===== src/hdl/sram_host_pkg.sv =====
// Package: pin groups, timing and command types for the battery SRAM host controller
`default_nettype none
package sram_host_pkg;

    localparam int ADDR_W = 13;
    localparam int DATA_W = 8;

    localparam int CLK_MHZ = 100;
    // Write cycle timing, ns
    localparam int T_CYCLE_NS     = 70;
    localparam int T_WPULSE_NS    = 50;
    localparam int T_DSETUP_NS    = 30;
    localparam int T_DHOLD_NS     = 5;
    localparam int T_AHOLD_NS     = 0;
    localparam int T_OUT_HIZ_NS   = 25;
    // Power-up recovery, ms: wait the longest figure before trusting the device
    localparam int T_REC_MAX_MS   = 200;

    localparam int CYC_NS = 1000 / CLK_MHZ;
    function automatic int ceil_cycles(input int ns);
        int c;
        c = (ns + CYC_NS - 1) / CYC_NS;
        return (c < 1) ? 1 : c;
    endfunction
    localparam int WPULSE_CYC = ceil_cycles(T_WPULSE_NS);
    localparam int DSETUP_CYC = ceil_cycles(T_DSETUP_NS);
    localparam int DHOLD_CYC  = ceil_cycles(T_DHOLD_NS);
    localparam int AHOLD_CYC  = ceil_cycles(T_AHOLD_NS);
    localparam int HIZ_CYC    = ceil_cycles(T_OUT_HIZ_NS);
    localparam int CYCLE_CYC  = ceil_cycles(T_CYCLE_NS);
    localparam int REC_CYC    = T_REC_MAX_MS * 1000 * CLK_MHZ;

    localparam int CNT_W = 25;

    typedef enum logic [1:0] {
        st_idle,
        st_setup,
        st_strobe,
        st_recover
    } wr_state_e;

    // Pins driven toward the device
    typedef struct packed {
        logic                select_active_low;
        logic                select_active_high;
        logic                write_strobe_n;
        logic                output_gate_n;
        logic [ADDR_W-1:0]   addr;
    } sram_ctl_s;

    // User write request
    typedef struct packed {
        logic [ADDR_W-1:0]   addr;
        logic [DATA_W-1:0]   data;
    } wr_req_s;

endpackage
`default_nettype wire


===== src/hdl/sram_write_host.sv =====
// Host controller issuing strobe-controlled writes to the battery SRAM
`timescale 1ns/1ps
`default_nettype none
module sram_write_host #(
    parameter int REC_CYCLES = sram_host_pkg::REC_CYC
) (
    input  wire logic                        clk,
    input  wire logic                        reset,
    input  wire logic                        supply_ok,
    input  wire logic                        req_valid,
    input  wire sram_host_pkg::wr_req_s      req,
    output logic                             req_ready,
    output logic                             busy,
    output logic                             link_ready,
    output sram_host_pkg::sram_ctl_s         ctl,
    output logic [sram_host_pkg::DATA_W-1:0] data_out,
    output logic [sram_host_pkg::DATA_W-1:0] data_oe
);
    import sram_host_pkg::*;

    wr_state_e          state_ff;
    logic [7:0]         cnt_ff;
    logic [ADDR_W-1:0]  addr_ff;
    logic [DATA_W-1:0]  data_ff;
    logic               sel_ff;
    logic               strobe_ff;
    logic               drive_ff;
    logic               ready_int;

    ////////////////////////////////////////////////////////////////////////////
    power_guard #(
        .REC_CYCLES (REC_CYCLES)
    ) u_guard (
        .clk        (clk),
        .reset      (reset),
        .supply_ok  (supply_ok),
        .link_ready (ready_int)
    );

    assign link_ready = ready_int;
    assign req_ready  = (state_ff == st_idle) && ready_int;
    assign busy       = (state_ff != st_idle);

    ////////////////////////////////////////////////////////////////////////////
    // Sequence: setup (select, addr, data, gate high) -> strobe low -> release
    // -> recovery gap. Strobe-controlled so the select edge never coincides
    // with strobe fall ambiguity on the device side.
    always_ff @(posedge clk or posedge reset) begin
        if (reset) begin
            state_ff  <= st_idle;
            cnt_ff    <= 8'h00;
            addr_ff   <= '0;
            data_ff   <= '0;
            sel_ff    <= 1'b0;
            strobe_ff <= 1'b0;
            drive_ff  <= 1'b0;
        end else begin
            case (state_ff)
                st_idle: begin
                    if (req_valid && ready_int) begin
                        addr_ff  <= req.addr;
                        data_ff  <= req.data;
                        sel_ff   <= 1'b1;
                        drive_ff <= 1'b1;
                        cnt_ff   <= 8'(HIZ_CYC);
                        state_ff <= st_setup;
                    end
                end
                st_setup: begin
                    // Gate held high, device data lines float before we strobe
                    if (cnt_ff <= 8'h01) begin
                        strobe_ff <= 1'b1;
                        cnt_ff    <= 8'((WPULSE_CYC > DSETUP_CYC) ? WPULSE_CYC : DSETUP_CYC);
                        state_ff  <= st_strobe;
                    end else begin
                        cnt_ff <= cnt_ff - 8'h01;
                    end
                end
                st_strobe: begin
                    if (!ready_int) begin
                        // Supply lost: end write at once, device protects array
                        strobe_ff <= 1'b0;
                        cnt_ff    <= 8'(CYCLE_CYC);
                        state_ff  <= st_recover;
                    end else if (cnt_ff <= 8'h01) begin
                        strobe_ff <= 1'b0;
                        cnt_ff    <= 8'(DHOLD_CYC + AHOLD_CYC + CYCLE_CYC);
                        state_ff  <= st_recover;
                    end else begin
                        cnt_ff <= cnt_ff - 8'h01;
                    end
                end
                st_recover: begin
                    // Data held past strobe rise, then select dropped for the gap
                    if (cnt_ff == 8'(CYCLE_CYC)) begin
                        drive_ff <= 1'b0;
                        sel_ff   <= 1'b0;
                    end
                    if (cnt_ff <= 8'h01) begin
                        state_ff <= st_idle;
                    end else begin
                        cnt_ff <= cnt_ff - 8'h01;
                    end
                end
                default: begin
                    state_ff <= st_idle;
                end
            endcase
        end
    end

    ////////////////////////////////////////////////////////////////////////////
    always_comb begin
        ctl.select_active_low  = ~(sel_ff && ready_int);
        ctl.select_active_high = sel_ff && ready_int;
        ctl.write_strobe_n     = ~strobe_ff;
        ctl.output_gate_n      = 1'b1;
        ctl.addr               = addr_ff;
    end

    assign data_out = data_ff;
    assign data_oe  = {DATA_W{drive_ff}};
endmodule // sram_write_host
`default_nettype wire


===== src/hdl/power_guard.sv =====
// Power guard: holds writes off while supply bad and for the recovery delay after
`timescale 1ns/1ps
`default_nettype none
module power_guard #(
    parameter int REC_CYCLES = sram_host_pkg::REC_CYC
) (
    input  wire logic clk,
    input  wire logic reset,
    input  wire logic supply_ok,
    output logic      link_ready
);
    import sram_host_pkg::*;

    logic             sync1_ff;
    logic             sync2_ff;
    logic [CNT_W-1:0] wait_ff;
    logic             ready_ff;

    always_ff @(posedge clk or posedge reset) begin
        if (reset) begin
            sync1_ff <= 1'b0;
            sync2_ff <= 1'b0;
        end else begin
            sync1_ff <= supply_ok;
            sync2_ff <= sync1_ff;
        end
    end

    // Waits the longest recovery so any device inside 40..200 ms is ready
    always_ff @(posedge clk or posedge reset) begin
        if (reset) begin
            wait_ff  <= '0;
            ready_ff <= 1'b0;
        end else if (!sync2_ff) begin
            wait_ff  <= '0;
            ready_ff <= 1'b0;
        end else if (!ready_ff) begin
            if (wait_ff == CNT_W'(REC_CYCLES - 1)) begin
                ready_ff <= 1'b1;
            end else begin
                wait_ff <= wait_ff + 1'b1;
            end
        end
    end

    assign link_ready = ready_ff;
endmodule // power_guard
`default_nettype wire


===== config.mk =====
export PLATFORM = sky130hd
export DESIGN_NAME = sram_write_host
export DESIGN_NICKNAME = d
export VERILOG_FILES = /design/src/hdl/sram_host_pkg.sv /design/src/hdl/sram_write_host.sv /design/src/hdl/power_guard.sv
export SDC_FILE = /design/constraint.sdc
export NUM_CORES = 1
export LEC_CHECK = 0
export ABC_CLOCK_PERIOD_IN_PS = 5400
export BUFFER_PORTS_ARGS = -buffer_cell sky130_fd_sc_hd__buf_2
export CAP_MARGIN = 20
export CORE_ASPECT_RATIO = 1.25
export CORE_UTILIZATION = 60
export CTS_CLUSTER_DIAMETER = 80
export CTS_CLUSTER_SIZE = 20
export DETAILED_ROUTE_END_ITERATION = 10
export PLACE_DENSITY_LB_ADDON = 0.1
export SKIP_LAST_GASP = 1
export SYNTH_ARGS = -nofsm -noshare
export SYNTH_HDL_FRONTEND = slang
export SYNTH_HIERARCHICAL = 1
export SYNTH_SLANG_ARGS = --single-unit

===== constraint.sdc =====
create_clock -name clk -period 5.4 [get_ports clk]
set_input_delay 1.08 -clock clk [delete_from_list [all_inputs] [get_ports clk]]
set_output_delay 1.08 -clock clk [all_outputs]
set_load 0.05 [all_outputs]

Word level (Yosys, flattened, before mapping) --
Index checks and enable logic that the tools add are counted.
Storage, ports and cells: register bits after elaboration 61, bits of input ports 25, output and inout port bits 36, logic and storage cells 66
Operators by class: add/sub/neg operators 2, $lt $le $gt $ge 1, equal/unequal tests 13, muxes and demuxes 25, bitwise logic cells 2, reductions and logical operators 13
Operators by type and width (number):
- $mux W25 | 3
- $mux W8 | 5
- $pmux W8 S4 | 1
- $add A25 B1 Y25 const B | 1
- $eq A25 B25 Y1 const B | 1
- $ne A2 B2 Y1 const B | 6
- $mux W2 | 5
- $eq A8 B3 Y1 const B | 1
- $le A8 B1 Y1 const B | 1
- $mux W1 | 8
- $pmux W2 S4 | 1
- $sub A8 B1 Y8 const B | 1
- $reduce_and A2 Y1 | 3
- $reduce_and A3 Y1 | 2
- $reduce_bool A2 Y1 | 3
- $eq A2 B2 Y1 const B | 2
- $pmux W1 S2 | 2
- $reduce_and A4 Y1 | 1
- $logic_and A1 B1 Y1 | 3
- $ne A3 B3 Y1 const B | 1
- $eq A2 B1 Y1 const B | 1
- $logic_not A2 Y1 | 1
- $ne A2 B1 Y1 const B | 1
- $not A1 Y1 | 2

Logic depth before layout (Yosys ltp) --
Gate-level depths: netlist (run 1).
depth after elaboration 4, gate-level depth with buffers 7, mapped depth without buffers 6

Modules after synthesis --
Netlist (run 1), hierarchy kept.
Modules (own cells, without submodules):
- sram_write_host | times used 1, cells an instance 150, area each 1701.6 µm², seq. area each 825.8 µm²
- power_guard | times used 1, cells an instance 153, area each 1506.4 µm², seq. area each 700.7 µm²

Worst setup path before layout (run 1) --
Ideal clock, no wire load.
kind register to output, start register u_guard.ready_ff, in the netlist u_guard/link_ready, end output port ctl[15] (netlist bit), arrival 1.731 ns, required time 4.320 ns, setup slack 2.589 ns, cell stages (with the launch flop) 3, cells stage by stage dfrtp_1 -> nand2_1 -> inv_1
RTL lines:
- start, declared | RTL line power_guard.sv:17 | logic ready_ff;
- start signal, assigned | RTL line power_guard.sv:33 | ready_ff <= 1'b0;
- start signal, assigned | RTL line power_guard.sv:36 | ready_ff <= 1'b0;
- start signal, assigned | RTL line power_guard.sv:39 | ready_ff <= 1'b1;
- end, declared | RTL line sram_write_host.sv:15 | output sram_host_pkg::sram_ctl_s ctl,

Worst setup path after layout (run 1) --
start register state_ff[0], end output port req_ready
Between the ends: cells in the longest elaborated chain, start to end 2
RTL lines:
- start, declared | RTL line sram_write_host.sv:21 | wr_state_e state_ff;
- start signal, assigned | RTL line sram_write_host.sv:50 | state_ff <= st_idle;
- start signal, assigned | RTL line sram_write_host.sv:66 | state_ff <= st_setup;
- start signal, assigned | RTL line sram_write_host.sv:74 | state_ff <= st_strobe;
- $logic_not A2 Y1 | RTL line sram_write_host.sv:41 | assign req_ready = (state_ff == st_idle) && ready_int;
- $logic_and A1 B1 Y1 | RTL line sram_write_host.sv:41
- end, declared | RTL line sram_write_host.sv:12 | output logic req_ready,
Every way passes these cells.

==> results of run 1 <==
## synth_stat cells (all sizes together) (9+ instances only)
master  count
a21oi      15
and2       17
buf        11
dfrtp      61
inv        13
mux2       24
nand2      19
nand3      19
nor2       10
nor3       11
or3        10
xor2        9
## stage by stage
stage               instance area (um^2)  setup WS [ns]  total power [uW]
detailed placement                  3470           3.03               500
floorplan                           3210           2.59               487
finish                              3700           2.69               897
CTS                                 3670           2.68               906
global placement                    3470           3.03               499
global route                        3700           2.56               934
## power groups by stage
stage	Sequential, uW	Clock [uW]	Combinational [uW]
CTS	464	415	26.7
global placement	473	0	25.7
floorplan	470	0	16.5
global route	465	437	32.3
finish	464	404	28.1
detailed placement	473	0	26.5
## critical path: cells and delay by family (launching register included)
| family | cells | cell delay (ns) |
|---|---|---|
| adders and majority gates | 1 | 0.31 |
| and+or+nand+nor | 1 | 0.20 |
| DFF | 1 | 0.42 |
| buffers and inverters | 2 | 0.37 |
## flip-flops by register name (all words and copies together) (netlist names)
| signal | cells |
|---|---|
| cnt_ff | 8 |
| addr_ff | 13 |
| u_guard/sync2_ff | 1 |
| data_out | 8 |
| drive_ff | 1 |
| u_guard/sync1_ff | 1 |
| u_guard/wait_ff | 25 |
| strobe_ff | 1 |
| u_guard/link_ready | 1 |
| state_ff | 2 |
## worst paths after layout
kind                                              endpoint  slack [ns]  depth (start not counted)
min in group asynchronous  u_guard/wait_ff[18]$_DFFE_PP0P_        0.75                          2
max in group asynchronous   u_guard/wait_ff[7]$_DFFE_PP0P_        4.21                          3
min                             u_guard/sync2_ff$_DFF_PP0_        0.35                          0
max reg2reg                          cnt_ff[3]$_DFFE_PP0P_        3.07                          4
max                                              req_ready        2.69                          4
min reg2reg                     u_guard/sync2_ff$_DFF_PP0_        0.35                          0
## area by class of cell
type	instances	area, um^2	area share, %
Sequential cell	61	1530	41.3
Multi-Input combinational cell	211	1520	41.0
Timing Repair Buffer	61	330	8.93
Clock buffer	9	124	3.35
Tap cell	62	77.6	2.10
Clock inverter	7	73.8	2.00
Inverter	13	48.8	1.32
## logic make-up (layout without fill, tap and decap cells)
group / after synthesis / in the layout / synth area share, %
mux: 28 / 28 / 9.79
flops: 61 / 61 / 47.6
simple gates: 119 / 119 / 21.5
other cells: 1 / 1 / 0.117
xor+xnor: 15 / 15 / 4.10
buf+inv: 31 / 90 / 5.15
compound gates: 40 / 40 / 8.62
fa+ha+maj: 8 / 8 / 3.12
## layer usage
layer	wire, um	GRT usage (%)	up-vias
met5	0	0	-
met4	153	13.0	0
met3	315	7.51	13
met2	3250	41.5	75
met1	2570	29.3	1143
li1	-	-	1176
==> metrics.txt, run 1 <==
# TYPE chip_impl_metric gauge
chip_impl_info{name="min_delay_startpoint",value="u_guard/sync1_ff$_DFF_PP0_"} 1
chip_impl_metric{name="drc_violation_count_after_routing",unit=""} 0
chip_impl_metric{name="final-setup-viol-count",unit=""} 0
chip_impl_metric{name="synthArstFlopShare",unit="%"} 100
chip_impl_metric{name="post_layout_util",unit="%"} 72.3
chip_impl_metric{name="dr.first_iter.drc_count",unit=""} 165
chip_impl_metric{name="power_switching_share",unit="%"} 23.5
chip_impl_metric{name="share_of_post_route_cells_with_drive_strength_above_1",unit="%"} 32.0
chip_impl_info{name="final_common_cell",value="sky130_fd_sc_hd__dfrtp_1"} 1
chip_impl_metric{name="routabilityCongestion",unit=""} 0.810
chip_impl_metric{name="numCtsBuffers",unit=""} 9
chip_impl_metric{name="drtAntennaViolNets",unit=""} 0
chip_impl_metric{name="hpwl",unit="um"} 4300
chip_impl_metric{name="cts.hold.buffers_added",unit=""} 0
chip_impl_metric{name="drt-wirelength-per-cell",unit="um"} 14.8
chip_impl_info{name="critPathKind",value="reg -> out"} 1
chip_impl_metric{name="max-vdd-ir-drop",unit="mV"} 0.301
chip_impl_metric{name="cts-resized-gates",unit=""} 0
chip_impl_info{name="cts_tree",value="yes"} 1
chip_impl_info{name="critical_path.cell_chain",value="inv_1 -> ha_1 -> and2_1 -> buf_2"} 1
chip_impl_metric{name="final.hold.worst_slack",unit="ns"} 0.354
chip_impl_metric{name="syn-mean-instance-area",unit="um^2"} 10.6
chip_impl_metric{name="clock_tree.htree_level_count",unit=""} 3
chip_impl_metric{name="synth.lib_cells_used.distinct",unit=""} 54
chip_impl_metric{name="max_stage_delay",unit="ns"} 0.42
chip_impl_metric{name="finalWorstPathRequiredPeriod",unit="ns"} 2.71
chip_impl_info{name="timing.critical_path.to_type",value="primary output"} 1
chip_impl_metric{name="synth_enable_flop_cells",unit=""} 0
chip_impl_metric{name="slew-limit-headroom",unit="%"} 45.1
chip_impl_metric{name="cellLeakagePower",unit="uW"} 0.00194
chip_impl_metric{name="top_level_ports",unit=""} 61
chip_impl_info{name="worst_setup_path_start_kind",value="flop"} 1
chip_impl_metric{name="critPathArrivalTime",unit="ns"} 1.63
chip_impl_metric{name="area.growth.synth_to_final",unit="%"} 15.2
chip_impl_metric{name="final.fill_count",unit=""} 404
chip_impl_metric{name="finalCritPeriodShare",unit="%"} 50.2
chip_impl_metric{name="die-area",unit="um^2"} 5650
chip_impl_metric{name="cts.sink_count",unit=""} 61
chip_impl_metric{name="grt_max_degree",unit=""} 34
chip_impl_metric{name="grt.total_usage",unit="%"} 25.4
chip_impl_metric{name="dieWidth",unit="um"} 67.4
chip_impl_info{name="worstHoldPathType",value="reg -> reg"} 1
chip_impl_metric{name="floorplan.core_area",unit="um^2"} 5120
chip_impl_metric{name="comb_power_share",unit="%"} 3.1
chip_impl_metric{name="nets",unit=""} 390
chip_impl_metric{name="synth-seq-area-share",unit="%"} 47.6
chip_impl_metric{name="fp.dieH",unit="um"} 83.8
chip_impl_metric{name="globalRouteOverflowTotal",unit=""} 0
chip_impl_info{name="startpoint",value="state_ff[0]$_DFFE_PP0P_"} 1
chip_impl_metric{name="number_of_diodes",unit=""} 0
chip_impl_metric{name="syn-num-nets",unit=""} 336
chip_impl_metric{name="dr.pass1.iters",unit=""} 4
chip_impl_metric{name="initial_core_utilization",unit="%"} 62.7
chip_impl_metric{name="yosysTopAreaCellShare",unit="%"} 47.6
chip_impl_metric{name="cts_buffer_depth",unit=""} 2
chip_impl_metric{name="first_global_vias",unit=""} 2336
chip_impl_metric{name="dr_total_vias",unit=""} 2407
chip_impl_info{name="most-common-layout-cells",value="sky130_fd_sc_hd__dfrtp_1, sky130_fd_sc_hd__buf_2, sky130_fd_sc_hd__mux2_2, sky130_fd_sc_hd__nand2_1, sky130_fd_sc_hd__nand3_1"} 1
chip_impl_metric{name="clk_pin_slew_worst_paths",unit="ns"} 0.07
chip_impl_metric{name="max_clock_freq",unit="GHz"} 0.369
chip_impl_metric{name="worstMarginPinSlew",unit="ns"} 0.823
chip_impl_metric{name="grt_antenna_before_repair",unit=""} 0
chip_impl_metric{name="first_pass_grt_wire_length",unit="um"} 10500
chip_impl_metric{name="placed_cell_count",unit=""} 407
chip_impl_metric{name="totalNegativeSetupSlack",unit="ns"} 0
chip_impl_metric{name="post_cts.repair.setup_buffers",unit=""} 0
chip_impl_metric{name="yosysWarnings",unit=""} 6
chip_impl_metric{name="cp_max_fo",unit=""} 8
chip_impl_metric{name="max-cap-violations",unit=""} 0
chip_impl_info{name="status",value="complete, no violations"} 1
chip_impl_metric{name="power.switching",unit="uW"} 211
chip_impl_metric{name="syn_area",unit="um^2"} 3210
chip_impl_info{name="rsz_0062_raised_after_global_routing",value="false"} 1
chip_impl_metric{name="power-per-cell-area",unit="nW/um^2"} 243
chip_impl_metric{name="finalMaxSlewViolations",unit=""} 0
chip_impl_info{name="dominantRegCellSynth",value="sky130_fd_sc_hd__dfrtp_1"} 1
chip_impl_metric{name="numPortBuffers",unit=""} 59
chip_impl_metric{name="finalClockSkew",unit="ns"} 0.00983
chip_impl_metric{name="internal-power",unit="uW"} 686
chip_impl_metric{name="clockPowerShare",unit="%"} 45.1
chip_impl_info{name="yosys-top-cells-area",value="sky130_fd_sc_hd__dfrtp_1, sky130_fd_sc_hd__mux2_2, sky130_fd_sc_hd__and2_1"} 1
chip_impl_metric{name="clock_latency_on_the_worst_skew_pair",unit="ns"} 0.35
chip_impl_metric{name="fp-row-count",unit=""} 29
chip_impl_info{name="cts_root_buffer",value="sky130_fd_sc_hd__clkbuf_8"} 1
chip_impl_metric{name="worstPathRequired",unit="ns"} 4.32
chip_impl_metric{name="synth_seq_cells",unit=""} 61
chip_impl_metric{name="fin_cells",unit=""} 424
chip_impl_info{name="r2r_start",value="cnt_ff[6]$_DFFE_PP0P_"} 1
chip_impl_metric{name="hold_viol_final",unit=""} 0
chip_impl_metric{name="drt-total-wl",unit="um"} 6290
chip_impl_info{name="post-synth-top-area-cell",value="sky130_fd_sc_hd__dfrtp_1"} 1
chip_impl_metric{name="sequentialPowerShare",unit="%"} 51.8
chip_impl_info{name="critPathSlowestCell",value="sky130_fd_sc_hd__dfrtp_1"} 1
chip_impl_metric{name="synthesis.instances",unit=""} 303
chip_impl_metric{name="vias_per_cell",unit=""} 5.68
Note: power is estimated with default switching activity, not from simulation.
==> run 2: changes to the inputs <==
ABC_CLOCK_PERIOD_IN_PS = 2700   (was 5400)
CORE_UTILIZATION = 55   (was 60)
clock period = 2.7 ns   (was 5.4 ns; I/O delays follow)
==> run 2 against run 1 <==
Net effect: critical path depth unchanged; utilization down 3.7 points; combinational power up 84%; cell area up 2.3%; critical endpoint unchanged; largest power group is now clock.
==> metrics.txt, run 2 (synthesized netlist as in run 1, its figures left out) <==
# TYPE chip_impl_metric gauge
chip_impl_info{name="status",value="complete, no violations"} 1
chip_impl_info{name="cts_root_buffer",value="sky130_fd_sc_hd__clkbuf_8"} 1
chip_impl_info{name="final_common_cell",value="sky130_fd_sc_hd__dfrtp_1"} 1
chip_impl_metric{name="drtAntennaViolNets",unit=""} 0
chip_impl_metric{name="worstMarginPinSlew",unit="ns"} 0.824
chip_impl_metric{name="fp-row-count",unit=""} 30
chip_impl_metric{name="max-vdd-ir-drop",unit="mV"} 0.362
chip_impl_metric{name="cts-resized-gates",unit=""} 0
chip_impl_metric{name="area.growth.synth_to_final",unit="%"} 17.9
chip_impl_metric{name="final-setup-viol-count",unit=""} 0
chip_impl_metric{name="worstSetupPathDepth",unit=""} 4
chip_impl_metric{name="cts.hold.buffers_added",unit=""} 0
chip_impl_metric{name="fp.dieH",unit="um"} 87.4
chip_impl_metric{name="initial_core_utilization",unit="%"} 58.1
chip_impl_info{name="most-common-layout-cells",value="sky130_fd_sc_hd__dfrtp_1, sky130_fd_sc_hd__buf_2, sky130_fd_sc_hd__mux2_2, sky130_fd_sc_hd__nand2_1, sky130_fd_sc_hd__nand3_1"} 1
chip_impl_metric{name="fin_cells",unit=""} 428
chip_impl_metric{name="grt_max_degree",unit=""} 34
chip_impl_metric{name="clk_pin_slew_worst_paths",unit="ns"} 0.07
chip_impl_metric{name="power_switching_share",unit="%"} 18.5
chip_impl_metric{name="cts.sink_count",unit=""} 61
chip_impl_metric{name="top_level_ports",unit=""} 61
chip_impl_metric{name="dr_total_vias",unit=""} 2399
chip_impl_info{name="cts_tree",value="yes"} 1
chip_impl_metric{name="finalCritPeriodShare",unit="%"} 81.4
chip_impl_metric{name="grt_antenna_before_repair",unit=""} 0
chip_impl_metric{name="hold_viol_final",unit=""} 0
chip_impl_metric{name="floorplan.core_area",unit="um^2"} 5520
chip_impl_metric{name="placed_cell_count",unit=""} 412
chip_impl_metric{name="die-area",unit="um^2"} 6140
chip_impl_metric{name="worstPathRequired",unit="ns"} 2.16
chip_impl_metric{name="finalWorstPathRequiredPeriod",unit="ns"} 2.20
chip_impl_metric{name="finalMaxSlewViolations",unit=""} 0
chip_impl_metric{name="power.switching",unit="uW"} 396
chip_impl_metric{name="clock_tree.htree_level_count",unit=""} 3
chip_impl_metric{name="finalInstanceArea",unit="um^2"} 3780
chip_impl_metric{name="totalNegativeSetupSlack",unit="ns"} 0
chip_impl_metric{name="dr.pass1.iters",unit=""} 4
chip_impl_metric{name="dr.first_iter.drc_count",unit=""} 163
chip_impl_info{name="critical_path.cell_chain",value="inv_1 -> ha_1 -> and2_1 -> buf_2"} 1
chip_impl_info{name="critical_path.top_delay_family",value="flip-flops"} 1
chip_impl_metric{name="numCtsBuffers",unit=""} 9
chip_impl_metric{name="final.fill_count",unit=""} 406
chip_impl_metric{name="share_of_post_route_cells_with_drive_strength_above_1",unit="%"} 32.1
chip_impl_metric{name="cellLeakagePower",unit="uW"} 0.00198
chip_impl_metric{name="post_cts.repair.setup_buffers",unit=""} 0
chip_impl_metric{name="drt-total-wl",unit="um"} 6170
chip_impl_metric{name="first_global_vias",unit=""} 2293
chip_impl_metric{name="clockPowerShare",unit="%"} 54.1
chip_impl_metric{name="largest_register_ffs",unit=""} 25
chip_impl_metric{name="numPortBuffers",unit=""} 59
chip_impl_info{name="startpoint",value="state_ff[1]$_DFFE_PP0P_"} 1
chip_impl_info{name="critPathKind",value="reg -> out"} 1
chip_impl_metric{name="nets",unit=""} 392
chip_impl_info{name="worst_setup_path_start_kind",value="flop"} 1
chip_impl_metric{name="clock_latency_on_the_worst_skew_pair",unit="ns"} 0.33
chip_impl_metric{name="cp_max_fo",unit=""} 8
chip_impl_metric{name="slew-limit-headroom",unit="%"} 45.1
chip_impl_metric{name="grt.total_usage",unit="%"} 21.9
chip_impl_metric{name="finalClockSkew",unit="ns"} 0.00830
chip_impl_metric{name="timing.critical_path.buf_inv",unit=""} 2
chip_impl_metric{name="number_of_diodes",unit=""} 0
chip_impl_metric{name="p_total",unit="uW"} 2140
chip_impl_metric{name="critPathArrivalTime",unit="ns"} 1.66
chip_impl_info{name="worstHoldPathType",value="in -> async"} 1
chip_impl_metric{name="drc_violation_count_after_routing",unit=""} 0
chip_impl_metric{name="drt-wirelength-per-cell",unit="um"} 14.4
chip_impl_info{name="largest_registers_ranked_by_flip_flop_count",value="u_guard/wait_ff: 25 flops, addr_ff: 13 flops"} 1
chip_impl_metric{name="dpl_cell_area",unit="um^2"} 3500
chip_impl_metric{name="vias_per_cell",unit=""} 5.61
chip_impl_metric{name="routabilityCongestion",unit=""} 0.839
chip_impl_info{name="timing.critical_path.to_type",value="primary output"} 1
chip_impl_metric{name="hpwl",unit="um"} 4290
chip_impl_metric{name="max-cap-violations",unit=""} 0
chip_impl_metric{name="globalRouteOverflowTotal",unit=""} 0
chip_impl_metric{name="cts_buffer_depth",unit=""} 2
chip_impl_metric{name="reg2reg_slack",unit="ns"} 0.55
chip_impl_info{name="critPathSlowestCell",value="sky130_fd_sc_hd__dfrtp_1"} 1
chip_impl_metric{name="dieWidth",unit="um"} 70.3
chip_impl_info{name="r2r_start",value="u_guard/wait_ff[17]$_DFFE_PP0P_"} 1
chip_impl_info{name="rsz_0062_raised_after_global_routing",value="false"} 1
chip_impl_metric{name="power-per-cell-area",unit="nW/um^2"} 565
chip_impl_metric{name="max_stage_delay",unit="ns"} 0.42
chip_impl_metric{name="sequentialPowerShare",unit="%"} 43.4
chip_impl_metric{name="max_clock_freq",unit="GHz"} 0.455
chip_impl_metric{name="worst-r2r-cell-count",unit=""} 5
chip_impl_metric{name="internal-power",unit="uW"} 1740
chip_impl_metric{name="comb_power_share",unit="%"} 2.4
chip_impl_info{name="regMostFlops",value="u_guard/wait_ff"} 1
chip_impl_metric{name="first_pass_grt_wire_length",unit="um"} 10400
-- run 2: changes by cell type in the layout (fill, tap and decap cells not counted) --
| cell | before | now |
|---|---|---|
| sky130_fd_sc_hd__clkinv_2 | 2 | 0 |
| sky130_fd_sc_hd__buf_16 | 1 | 0 |
| sky130_fd_sc_hd__clkbuf_1 | 0 | 1 |
| sky130_fd_sc_hd__inv_6 | 1 | 0 |
| sky130_fd_sc_hd__clkinvlp_4 | 1 | 0 |
| sky130_fd_sc_hd__buf_4 | 1 | 4 |
| sky130_fd_sc_hd__clkinv_4 | 2 | 1 |
| sky130_fd_sc_hd__bufinv_16 | 1 | 5 |
-- run 2: layer usage --
layer,vias up,part of all wire [%],track usage (%)
met2,72,50,36.4
li1,1173,-,-
met4,0,1.4,10.5
met1,1145,43,26.4
met5,-,0,0
met3,9,5.1,6.13
-- run 2: worst reg2reg max path, delay by kind of cell, from the launching register on --
family | cells | cell delay [ns]
and+or+nand+nor | 3 | 1.29
DFF | 1 | 0.42
AOI/OAI and AO/OA | 1 | 0.22
muxes | 1 | 0.11
-- run 2: area by class of cell --
| type | count | area [um^2] | share of cell area (%) |
|---|---|---|---|
| multi-input combinational | 211 | 1520 | 40.1 |
| inverter | 13 | 48.8 | 1.29 |
| clock inverter | 6 | 159 | 4.20 |
| clock buffer | 10 | 128 | 3.37 |
| timing repair buffer | 63 | 325 | 8.60 |
| sequential | 61 | 1530 | 40.3 |
| tap | 64 | 80.1 | 2.12 |
-- run 2: power groups by stage --
stage	clock network [uW]	logic, uW	registers [uW]
floorplan	0	33.0	940
global placement	0	52.6	946
detailed placement	0	53.7	946
CTS	1190	53.8	929
global route	1230	60.4	930
finish	1160	51.8	929
-- run 2: final timing paths --
check | endpoint
setup / recovery | req_ready
hold / removal | u_guard/wait_ff[22]$_DFFE_PP0P_
setup reg to reg | u_guard/wait_ff[11]$_DFFE_PP0P_
hold reg to reg | u_guard/sync2_ff$_DFF_PP0_
max in group asynchronous | strobe_ff$_DFFE_PP0P_
min in group clk | u_guard/sync1_ff$_DFF_PP0_
-- run 2: metrics by stage --
step	setup slack [ns]	hold slack (ns)	util [%]
after floorplan	0.429	0.331	-
after global placement	0.610	0.333	63.4
after detailed placement	0.566	0.337	63.4
after CTS	0.478	0.262	68.6
after global routing	0.383	0.293	68.6
final	0.503	0.271	68.6
